### config.mk
export PLATFORM = sky130hd
export DESIGN_NAME = adccr_top
export DESIGN_NICKNAME = d
export VERILOG_FILES = /design/src/design/adccr_pkg.sv /design/src/design/adccr_top.sv
export VERILOG_INCLUDE_DIRS = /design/src /design/src/design
export SDC_FILE = /design/constraint.sdc
export NUM_CORES = 1
export LEC_CHECK = 0
export ABC_CLOCK_PERIOD_IN_PS = 3200
export BUFFER_PORTS_ARGS = -buffer_cell sky130_fd_sc_hd__buf_4
export CAP_MARGIN = 20
export CORE_ASPECT_RATIO = 0.9
export CORE_MARGIN = 4
export CORE_UTILIZATION = 59
export CTS_BUF_LIST = sky130_fd_sc_hd__clkbuf_8
export DETAILED_ROUTE_END_ITERATION = 10
export PLACE_DENSITY = 0.88
export SLEW_MARGIN = 20
export SYNTH_ARGS = -nofsm -noshare
export SYNTH_HDL_FRONTEND = slang
export SYNTH_SLANG_ARGS = --single-unit
export TNS_END_PERCENT = 5
### constraint.sdc
create_clock -name pclk -period 3.2 [get_ports pclk]
set_input_delay 0.32 -clock pclk [delete_from_list [all_inputs] [get_ports pclk]]
set_output_delay 0.32 -clock pclk [all_outputs]
set_load 0.005 [all_outputs]
### src/design/adccr_defs.svh
`ifndef ADCCR_DEFS_SVH
`define ADCCR_DEFS_SVH

// register byte offsets on the bus
`define ADCCR_OFS_STATUS_CONTROL 12'h000
`define ADCCR_OFS_RESULT_HIGH    12'h004
`define ADCCR_OFS_RESULT_LOW     12'h008
`define ADCCR_OFS_PIN_ENABLE     12'h00C
`define ADCCR_OFS_CONTROL        12'h010

// status/control field positions
`define ADCCR_SC_DONE_BIT   7
`define ADCCR_SC_IE_BIT     6
`define ADCCR_SC_CONT_BIT   5
`define ADCCR_SC_CH_MSB     4

// control field positions
`define ADCCR_C_EIGHT_BIT   6
`define ADCCR_C_JUSTIFY_BIT 5
`define ADCCR_C_SIGNED_BIT  4
`define ADCCR_C_PRS_MSB     3

// reset values
`define ADCCR_RST_SC   8'h1F
`define ADCCR_RST_PE   8'h00
`define ADCCR_RST_CTRL 8'h00

// channel codes
`define ADCCR_CH_LAST_PIN 5'h07
`define ADCCR_CH_REF_HIGH 5'h1E
`define ADCCR_CH_REF_LOW  5'h1F

// converter clock periods per conversion
`define ADCCR_CONV_CLKS 5'd10

`endif

### src/design/adccr_pkg.sv
`default_nettype none

package adccr_pkg;

    // conversion sequencer states
    typedef enum logic {
        ST_IDLE,
        ST_CONV
    } adccr_state_e;

    // software view of status/control low bits
    typedef struct packed {
        logic       done_irq_enable;
        logic       continuous_mode_bit;
        logic [4:0] channel_select;
    } adccr_sc_s;

    // separate converter control register
    typedef struct packed {
        logic       eight_bit_select;
        logic       justify_select;
        logic       signed_select;
        logic [3:0] clock_prescale;
    } adccr_ctrl_s;

    // formatted result pair
    typedef struct packed {
        logic [7:0] high;
        logic [7:0] low;
    } adccr_result_s;

endpackage

`default_nettype wire

### src/design/adccr_top.sv
// Behaviour
// [RULE1] status/control write clears flag, drops irq, restarts conversion
// [RULE2] done flag is bit 7, read-only, set at every conversion end
// [RULE3] reading either result register clears the done flag
// [RULE4] irq asserted on completion when enable bit 6 set
// [RULE5] irq stays high while done flag set, drops when cleared
// [RULE6] reset clears any pending converter irq
// [RULE7] continuous bit 5: conversions back to back, results refreshed
// [RULE8] continuous clear: exactly one conversion per status/control write
// [RULE9] channel bits 4:0, codes 00-07 pick inputs zero to seven
// [RULE10] codes 08-1D and 1F convert low reference, 1E high reference
// [RULE11] left ten-bit: data 9-2 in high 7-0, data 1-0 in low 7-6
// [RULE12] right ten-bit: data 9-8 in high 1-0, data 7-0 in low
// [RULE13] justification follows justify bit of the control register
// [RULE14] eight-bit: result in high 7-0, low reads zero
// [RULE15] ten-bit: six unused result bits read zero
// [RULE16] result registers are read-only, writes ignored
// [RULE17] pin-enable write aborts conversion, starts none
// [RULE18] disabled selected pin converts low reference, all-zero data
// [RULE19] pin-enable register holds one enable bit per input 7-0
// [RULE20] signed select only acts under left justification
// [RULE21] signed: offset coding, inverted msb
// [RULE22] converter clock is bus clock divided by (prescale+1)*2
// [RULE23] completion wins over a clearing write or read in same cycle
// [RULE24] conversion length in converter clocks is a constant

`include "adccr_defs.svh"

`default_nettype none

module adccr_top (
    // clock and reset
    input  wire logic        pclk,
    input  wire logic        presetn,
    // apb slave
    input  wire logic        psel,
    input  wire logic        penable,
    input  wire logic        pwrite,
    input  wire logic [11:0] paddr,
    input  wire logic [31:0] pwdata,
    output logic      [31:0] prdata,
    output logic             pready,
    output logic             pslverr,
    // conversion core
    output logic      [4:0]  mux_select,
    output logic             conv_active,
    output logic             sample_strobe,
    input  wire logic [9:0]  sample_data,
    // converter interrupt
    output logic             done_irq
);

    //------------------------------------------------------------
    // decode helpers
    //------------------------------------------------------------

    // true when the address hits the given offset
    function automatic logic hit(input logic [11:0] a,
                                 input logic [11:0] ofs);
        hit = (a == ofs);
    endfunction

    // effective channel after pin gating
    function automatic logic [4:0] eff_chan(input logic [4:0] code,
                                            input logic [7:0] pe);
        eff_chan = `ADCCR_CH_REF_LOW;
        if (code <= `ADCCR_CH_LAST_PIN) begin
            if (pe[code[2:0]]) begin // [RULE9] [RULE18] [RULE19]
                eff_chan = code;
            end
        end else if (code == `ADCCR_CH_REF_HIGH) begin // [RULE10]
            eff_chan = code;
        end
    endfunction

    // place raw data into high/low registers
    function automatic adccr_pkg::adccr_result_s fmt(
            input logic [9:0]          d,
            input adccr_pkg::adccr_ctrl_s c);
        fmt = '0;
        if (c.eight_bit_select) begin
            fmt.high = d[9:2]; // [RULE14]
        end else if (!c.justify_select) begin
            fmt.high = d[9:2]; // [RULE11]
            fmt.low  = {d[1:0], 6'h00}; // [RULE15]
        end else begin
            fmt.high = {6'h00, d[9:8]}; // [RULE12] [RULE15]
            fmt.low  = d[7:0];
        end
        if (c.signed_select && !c.justify_select) begin
            fmt.high[7] = ~fmt.high[7]; // [RULE20] [RULE21]
        end
    endfunction

    //------------------------------------------------------------
    // storage
    //------------------------------------------------------------

    adccr_pkg::adccr_sc_s     sc_ff;
    adccr_pkg::adccr_ctrl_s   ctrl_ff;
    adccr_pkg::adccr_result_s res_ff;
    adccr_pkg::adccr_state_e  state_ff;
    logic [7:0]               pe_ff;
    logic                     done_flag_ff;
    logic [4:0]               div_cnt_ff;
    logic [4:0]               conv_cnt_ff;
    logic [4:0]               chan_ff;
    logic [31:0]              rdata_ff;
    logic                     rd_skip_ff;

    logic setup;
    logic access;
    logic wr;
    logic rd;
    logic wr_sc;
    logic wr_pe;
    logic wr_ctrl;
    logic rd_res;
    logic mapped;
    logic tick;
    logic conv_done;
    logic [9:0] raw;

    //------------------------------------------------------------
    // apb strobes
    //------------------------------------------------------------

    // phase and register select
    assign setup   = psel && !penable;
    assign access  = psel && penable;
    assign wr      = access && pwrite;
    assign rd      = access && !pwrite;
    assign mapped  = hit(paddr, `ADCCR_OFS_STATUS_CONTROL)
                  || hit(paddr, `ADCCR_OFS_RESULT_HIGH)
                  || hit(paddr, `ADCCR_OFS_RESULT_LOW)
                  || hit(paddr, `ADCCR_OFS_PIN_ENABLE)
                  || hit(paddr, `ADCCR_OFS_CONTROL);
    assign wr_sc   = wr && hit(paddr, `ADCCR_OFS_STATUS_CONTROL);
    assign wr_pe   = wr && hit(paddr, `ADCCR_OFS_PIN_ENABLE);
    assign wr_ctrl = wr && hit(paddr, `ADCCR_OFS_CONTROL);
    assign rd_res  = rd && (hit(paddr, `ADCCR_OFS_RESULT_HIGH)
                         || hit(paddr, `ADCCR_OFS_RESULT_LOW));

    // zero-wait slave, error on unmapped address
    assign pready  = 1'b1;
    assign pslverr = access && !mapped;
    assign prdata  = rdata_ff;

    // read data captured in the setup cycle
    always_ff @(posedge pclk or negedge presetn) begin
        if (!presetn) begin
            rdata_ff   <= 32'h0000_0000;
            rd_skip_ff <= 1'b0;
        end else if (setup) begin
            rd_skip_ff <= conv_done; // fresh result not yet seen
            rdata_ff   <= 32'h0000_0000;
            if (hit(paddr, `ADCCR_OFS_STATUS_CONTROL)) begin
                rdata_ff[7:0] <= {done_flag_ff, sc_ff};
            end
            if (hit(paddr, `ADCCR_OFS_RESULT_HIGH)) begin
                rdata_ff[7:0] <= res_ff.high;
            end
            if (hit(paddr, `ADCCR_OFS_RESULT_LOW)) begin
                rdata_ff[7:0] <= res_ff.low;
            end
            if (hit(paddr, `ADCCR_OFS_PIN_ENABLE)) begin
                rdata_ff[7:0] <= pe_ff;
            end
            if (hit(paddr, `ADCCR_OFS_CONTROL)) begin
                rdata_ff[6:0] <= ctrl_ff;
            end
        end
    end

    //------------------------------------------------------------
    // software registers
    //------------------------------------------------------------

    // status/control writable bits
    always_ff @(posedge pclk or negedge presetn) begin
        if (!presetn) begin
            sc_ff <= 7'(`ADCCR_RST_SC);
        end else if (wr_sc) begin
            sc_ff <= pwdata[`ADCCR_SC_IE_BIT:0];
        end
    end

    // pin enable mask
    always_ff @(posedge pclk or negedge presetn) begin
        if (!presetn) begin
            pe_ff <= `ADCCR_RST_PE;
        end else if (wr_pe) begin
            pe_ff <= pwdata[7:0]; // [RULE19]
        end
    end

    // converter control
    always_ff @(posedge pclk or negedge presetn) begin
        if (!presetn) begin
            ctrl_ff <= 7'(`ADCCR_RST_CTRL);
        end else if (wr_ctrl) begin
            ctrl_ff <= pwdata[`ADCCR_C_EIGHT_BIT:0];
        end
    end

    //------------------------------------------------------------
    // conversion sequencer
    //------------------------------------------------------------

    // converter clock enable from prescaler
    assign tick = (state_ff == adccr_pkg::ST_CONV)
               && (div_cnt_ff == {ctrl_ff.clock_prescale, 1'b1});
    assign conv_done = tick
               && (conv_cnt_ff == `ADCCR_CONV_CLKS - 5'd1); // [RULE24]

    // prescale divider
    always_ff @(posedge pclk or negedge presetn) begin
        if (!presetn) begin
            div_cnt_ff <= 5'h00;
        end else if (wr_sc || state_ff != adccr_pkg::ST_CONV || tick) begin
            div_cnt_ff <= 5'h00; // [RULE22]
        end else begin
            div_cnt_ff <= div_cnt_ff + 5'd1;
        end
    end

    // converter clock count within a conversion
    always_ff @(posedge pclk or negedge presetn) begin
        if (!presetn) begin
            conv_cnt_ff <= 5'h00;
        end else if (wr_sc || conv_done
                     || state_ff != adccr_pkg::ST_CONV) begin
            conv_cnt_ff <= 5'h00;
        end else if (tick) begin
            conv_cnt_ff <= conv_cnt_ff + 5'd1;
        end
    end

    // run / stop control
    always_ff @(posedge pclk or negedge presetn) begin
        if (!presetn) begin
            state_ff <= adccr_pkg::ST_IDLE;
        end else begin
            case (state_ff)
                adccr_pkg::ST_IDLE: begin
                    if (wr_sc) begin
                        state_ff <= adccr_pkg::ST_CONV; // [RULE1]
                    end
                end
                adccr_pkg::ST_CONV: begin
                    if (wr_pe) begin
                        state_ff <= adccr_pkg::ST_IDLE; // [RULE17]
                    end else if (conv_done && !wr_sc
                                 && !sc_ff.continuous_mode_bit) begin
                        state_ff <= adccr_pkg::ST_IDLE; // [RULE8]
                    end
                end
                default: begin
                    state_ff <= adccr_pkg::ST_IDLE;
                end
            endcase
        end
    end

    // channel captured at each conversion start
    always_ff @(posedge pclk or negedge presetn) begin
        if (!presetn) begin
            chan_ff <= `ADCCR_CH_REF_LOW;
        end else if (wr_sc) begin
            chan_ff <= eff_chan(pwdata[`ADCCR_SC_CH_MSB:0], pe_ff);
        end else if (conv_done) begin
            chan_ff <= eff_chan(sc_ff.channel_select, pe_ff); // [RULE7]
        end
    end

    // reference inputs give fixed codes
    always_comb begin
        raw = sample_data;
        if (chan_ff == `ADCCR_CH_REF_LOW) begin
            raw = 10'h000; // [RULE10] [RULE18]
        end else if (chan_ff == `ADCCR_CH_REF_HIGH) begin
            raw = 10'h3FF;
        end
    end

    // result capture, read-only to software
    always_ff @(posedge pclk or negedge presetn) begin
        if (!presetn) begin
            res_ff <= 16'h0000;
        end else if (conv_done) begin
            res_ff <= fmt(raw, ctrl_ff); // [RULE7] [RULE13] [RULE16]
        end
    end

    // done flag, completion wins over clears
    always_ff @(posedge pclk or negedge presetn) begin
        if (!presetn) begin
            done_flag_ff <= 1'b0; // [RULE6]
        end else if (conv_done) begin
            done_flag_ff <= 1'b1; // [RULE2] [RULE23]
        end else if (wr_sc || (rd_res && !rd_skip_ff)) begin
            done_flag_ff <= 1'b0; // [RULE1] [RULE3]
        end
    end

    // core side outputs
    assign mux_select    = chan_ff;
    assign conv_active   = (state_ff == adccr_pkg::ST_CONV);
    assign sample_strobe = conv_done;
    assign done_irq      = done_flag_ff // [RULE4] [RULE5]
                        && sc_ff.done_irq_enable;

    //------------------------------------------------------------
    // checks
    //------------------------------------------------------------

    a_sc_wr_clear: assert property ( // [RULE1]
        @(posedge pclk) disable iff (!presetn)
        wr_sc && !conv_done |=> !done_flag_ff && !done_irq
            && state_ff == adccr_pkg::ST_CONV)
        else $error("status write did not clear and restart");

    a_done_sets: assert property ( // [RULE2] [RULE23]
        @(posedge pclk) disable iff (!presetn)
        conv_done |=> done_flag_ff && rdata_ff[31:8] == 24'h00_0000)
        else $error("completion did not set done flag");

    a_rd_clear: assert property ( // [RULE3]
        @(posedge pclk) disable iff (!presetn)
        rd_res && !rd_skip_ff && !conv_done |=> !done_flag_ff)
        else $error("result read did not clear flag");

    a_irq_on_done: assert property ( // [RULE4]
        @(posedge pclk) disable iff (!presetn)
        conv_done && sc_ff.done_irq_enable && !wr_sc
        |=> done_irq && done_flag_ff)
        else $error("irq missing at completion");

    a_irq_tracks: assert property ( // [RULE5]
        @(posedge pclk) disable iff (!presetn)
        $fell(done_flag_ff) |-> !done_irq)
        else $error("irq outlived done flag");

    a_cont_again: assert property ( // [RULE7]
        @(posedge pclk) disable iff (!presetn)
        conv_done && sc_ff.continuous_mode_bit && !wr_pe
        |=> conv_active && conv_cnt_ff == 5'h00)
        else $error("continuous mode did not restart");

    a_single_stop: assert property ( // [RULE8]
        @(posedge pclk) disable iff (!presetn)
        conv_done && !sc_ff.continuous_mode_bit && !wr_sc
        |=> !conv_active ##1 (!conv_active || $past(wr_sc)))
        else $error("single mode converted again");

    a_pe_abort: assert property ( // [RULE17]
        @(posedge pclk) disable iff (!presetn)
        wr_pe |=> !conv_active && !sample_strobe)
        else $error("pin enable write did not abort");

    a_pin_off_zero: assert property ( // [RULE18]
        @(posedge pclk) disable iff (!presetn)
        conv_done && chan_ff == `ADCCR_CH_REF_LOW
            && !ctrl_ff.signed_select |=> res_ff == 16'h0000)
        else $error("low reference gave nonzero result");

    a_eight_low0: assert property ( // [RULE14]
        @(posedge pclk) disable iff (!presetn)
        conv_done && ctrl_ff.eight_bit_select |=> res_ff.low == 8'h00)
        else $error("eight-bit low register not zero");

    a_result_ro: assert property ( // [RULE16]
        @(posedge pclk) disable iff (!presetn)
        wr && !conv_done |=> $stable(res_ff))
        else $error("write changed a result register");

endmodule // adccr_top

`default_nettype wire

==> impl_metrics.csv <==
group,metric,value,unit
route,wl_per_cell,16.9,um
sta,relSlewSlack,47.8,%
floorplan,dieArea,7620,sq um
run_status,status,"finished, final reports clean",
sta,fmax,479,MHz
synth,async_flop_share,100,%
clock_network,clk_pin_slew,0.07,ns
final_layout,stdcell_area,4190,sq um
synth,synth_area,3710,sq um
floorplan,die_y,83.2,um
setup_path,startpoint_type,"flop",
clock_network,root_buffer,"clkbuf_8",
setup_path,path_cells,"nand4_1 -> or2_2 -> a211oi_1 -> a21o_1",
place,routabilityCongestion,0.879,
clock_network,post_cts_resized,0,
sta,fin_crit,2.09,ns
floorplan,io_pins,101,
power,seqPwrFrac,49.1,%
synth,synth_edf_count,0,
route,ant_nets,0,
worst_hold_path,hp-class,"input port to asynchronous set/reset pin",
setup_path,critPathMaxStageDelay,0.56,ns
route,routed_wl,8740,um
global_routing,grt_pass1_wl,14400,um
power,irDropWorstVdd,0.354,mV
sta,finalMaxSlewViolations,0,
global_routing,overflow,0,
clock_network,clockBufferDepth,2,
clock_network,clock_sinks,64,
final_layout,diodes,0,
setup_path,worst-path-buf-inv,0,
clock_network,cts_setup_buffers,0,
route,num_vias,2972,
final_layout,synthToLayoutAreaGrowth,13.0,%
final_layout,fin_cells,518,
sta,finalHoldViolCount,0,
sta,fin_crit_sh,65.2,%
setup_path,critPathCaptureType,"flop",
global_routing,grt_max_degree,65,
place,port_buffers,51,
power,pwr-share-clk,28.2,%
clock_network,cts_tree,"yes",
synth,ys_warn_count,0,
floorplan,start_util,60.7,%
power,power_density,522,nW/um^2
sta,clock-skew-final,0.00723,ns
sta,worstMarginPinSlew,0.784,ns
floorplan,die_w,91.6,um
power,p_leak,1.98,nW
synth,synth_area_per_cell,9.61,sq um
power,p_int,1.49,mW
sta,rsz0062_at_grt,"false",
clock_network,htreeDepth,3,
sta,fin_worst_hold_slack,0.0680,ns
synth,ys_seq_elements,64,
final_layout,layout_commonest_cell,"nand2_1",
clock_network,clk_latency,0.34,ns
place,dp_hpwl,6500,um
synth,synthCells,386,
synth,synth_cell_types,47,
final_layout,layout_common_cells,"nand2_1, dfrtp_1, buf_4",
global_routing,grt_use_total,23.5,%
route,drtPass1Iterations,5,
synth,ys_seq_area_share,43.5,%
setup_path,worstPathArrival,2.37,ns
power,power_switching,698,uW
power,p_sw_share,31.9,%
clock_network,numCtsBuffers,9,
floorplan,fp-row-count,27,
sta,tns,0,ns
setup_path,cp_max_fo,15,
place,place_area,4020,sq um
flow_run,maxCapViolations,0,
setup_path,cp_top_family,"simple AND/OR/NAND/NOR gates",
global_routing,grt_pass1_vias,2875,
setup_path,cp.required,3.48,ns
final_layout,final_nets,488,
global_routing,antenna_found_initial,0,
floorplan,core,6110,sq um
setup_path,critical_path_class,"flop to flop",
route,vias_per_cell,5.74,
power,power_frac_comb,22.7,%
final_layout,drive_above_1_share,25.3,%
clock_network,cts_hold_buf,0,
place,dp_cells,502,
route,drt_iter0_markers,291,
synth,synthFlopType,"dfrtp_1",
setup_path,crit_slowest_cell,"or2_2",
route,drc,0,
sta,setup-violations-final,0,
-- worst paths after layout --
path / start / endpoint / slack (ns) / cells after the start
min: presetn / prdata[4] / 0.07 / 1
max reg2reg: mux_select[3] / res_ff[14] / 1.11 / 4
max: mux_select[3] / res_ff[14] / 1.11 / 4
min in group pclk: pwdata[7] / pe_ff[7] / 0.19 / 2
min reg2reg: res_ff[14] / res_ff[14] / 0.49 / 1
max in group asynchronous: presetn / res_ff[9] / 2.63 / 1
-- power by group through the flow --
stage,Clock [mW],Combinational [mW],Sequential (mW)
CTS,0.626,0.501,1.07
detailed placement,0,0.497,1.09
finish,0.617,0.498,1.08
global placement,0,0.467,1.07
floorplan,0,0.350,1.05
global route,0.663,0.566,1.10
-- registers in the layout, indices dropped and copies added, names as in the netlist --
signal	count
sc_ff	7
done_flag_ff	1
conv_active	1
pe_ff	8
rd_skip_ff	1
prdata	8
ctrl_ff	7
conv_cnt_ff	5
div_cnt_ff	5
mux_select	5
res_ff	16
-- synth_stat cells (7+ instances only) --
library cell | n | share of area [%]
nand3_1 | 23 | 3.1
clkbuf_1 | 15 | 1.5
o21ai_0 | 35 | 4.7
inv_1 | 8 | 0.81
buf_4 | 26 | 5.3
nor2_1 | 15 | 1.5
dfrtp_1 | 54 | 36
a21oi_1 | 11 | 1.5
dfstp_2 | 10 | 7.1
a21o_1 | 7 | 1.4
mux2i_1 | 14 | 3.8
a211oi_1 | 8 | 1.6
o211ai_1 | 11 | 2.2
mux2_2 | 18 | 5.5
nand2_1 | 56 | 5.7
xnor2_1 | 8 | 1.9
-- metal layers --
| layer | share of wire [%] | track usage (%) | vias up | routed length [um] |
|---|---|---|---|---|
| met5 | 0 | 0 | - | 0 |
| met4 | 1.3 | 6.71 | 0 | 115 |
| met3 | 7.3 | 6.25 | 14 | 641 |
| met2 | 49 | 37.5 | 135 | 4250 |
| met1 | 43 | 31.6 | 1422 | 3730 |
| li1 | - | - | 1401 | - |
-- per-stage QoR --
stage / setup WS [ns] / util [%] / power, mW
final: 1.11 / 68.6 / 2.19
after floorplan: 1.33 / - / 1.40
after global routing: 0.972 / 68.6 / 2.33
after CTS: 1.11 / 68.6 / 2.20
after detailed placement: 1.00 / 65.7 / 1.58
after global placement: 1.05 / 65.7 / 1.54
-- layout make-up --
type	instances	area (sq um)
inverter	8	30.0
timing repair buffer	53	398
clock buffer	11	151
multi-input combinational	290	1870
tap	87	109
clock inverter	5	25.0
sequential	64	1610
fill	479	1920
-- worst register-to-register path: stages (launching register included) --
cell      delay (ns)
dfstp_2         0.55
nand4_1         0.47
or2_2           0.56
a211oi_1        0.33
a21o_1          0.12
-- kinds of logic (layout without fill, tap and decap cells) --
family          after synthesis  in the layout  synth area share [%]
buf+inv                      55             77                  8.70
fa+ha+maj                     3              3                  1.01
compound gates               83             83                  13.8
flops                        64             64                  43.5
xor+xnor                     10             10                  2.36
other cells                   2             25                 0.202
mux                          37             37                  12.0
simple gates                132            132                  18.5
No activity file was read; power rests on OpenSTA's default activity.
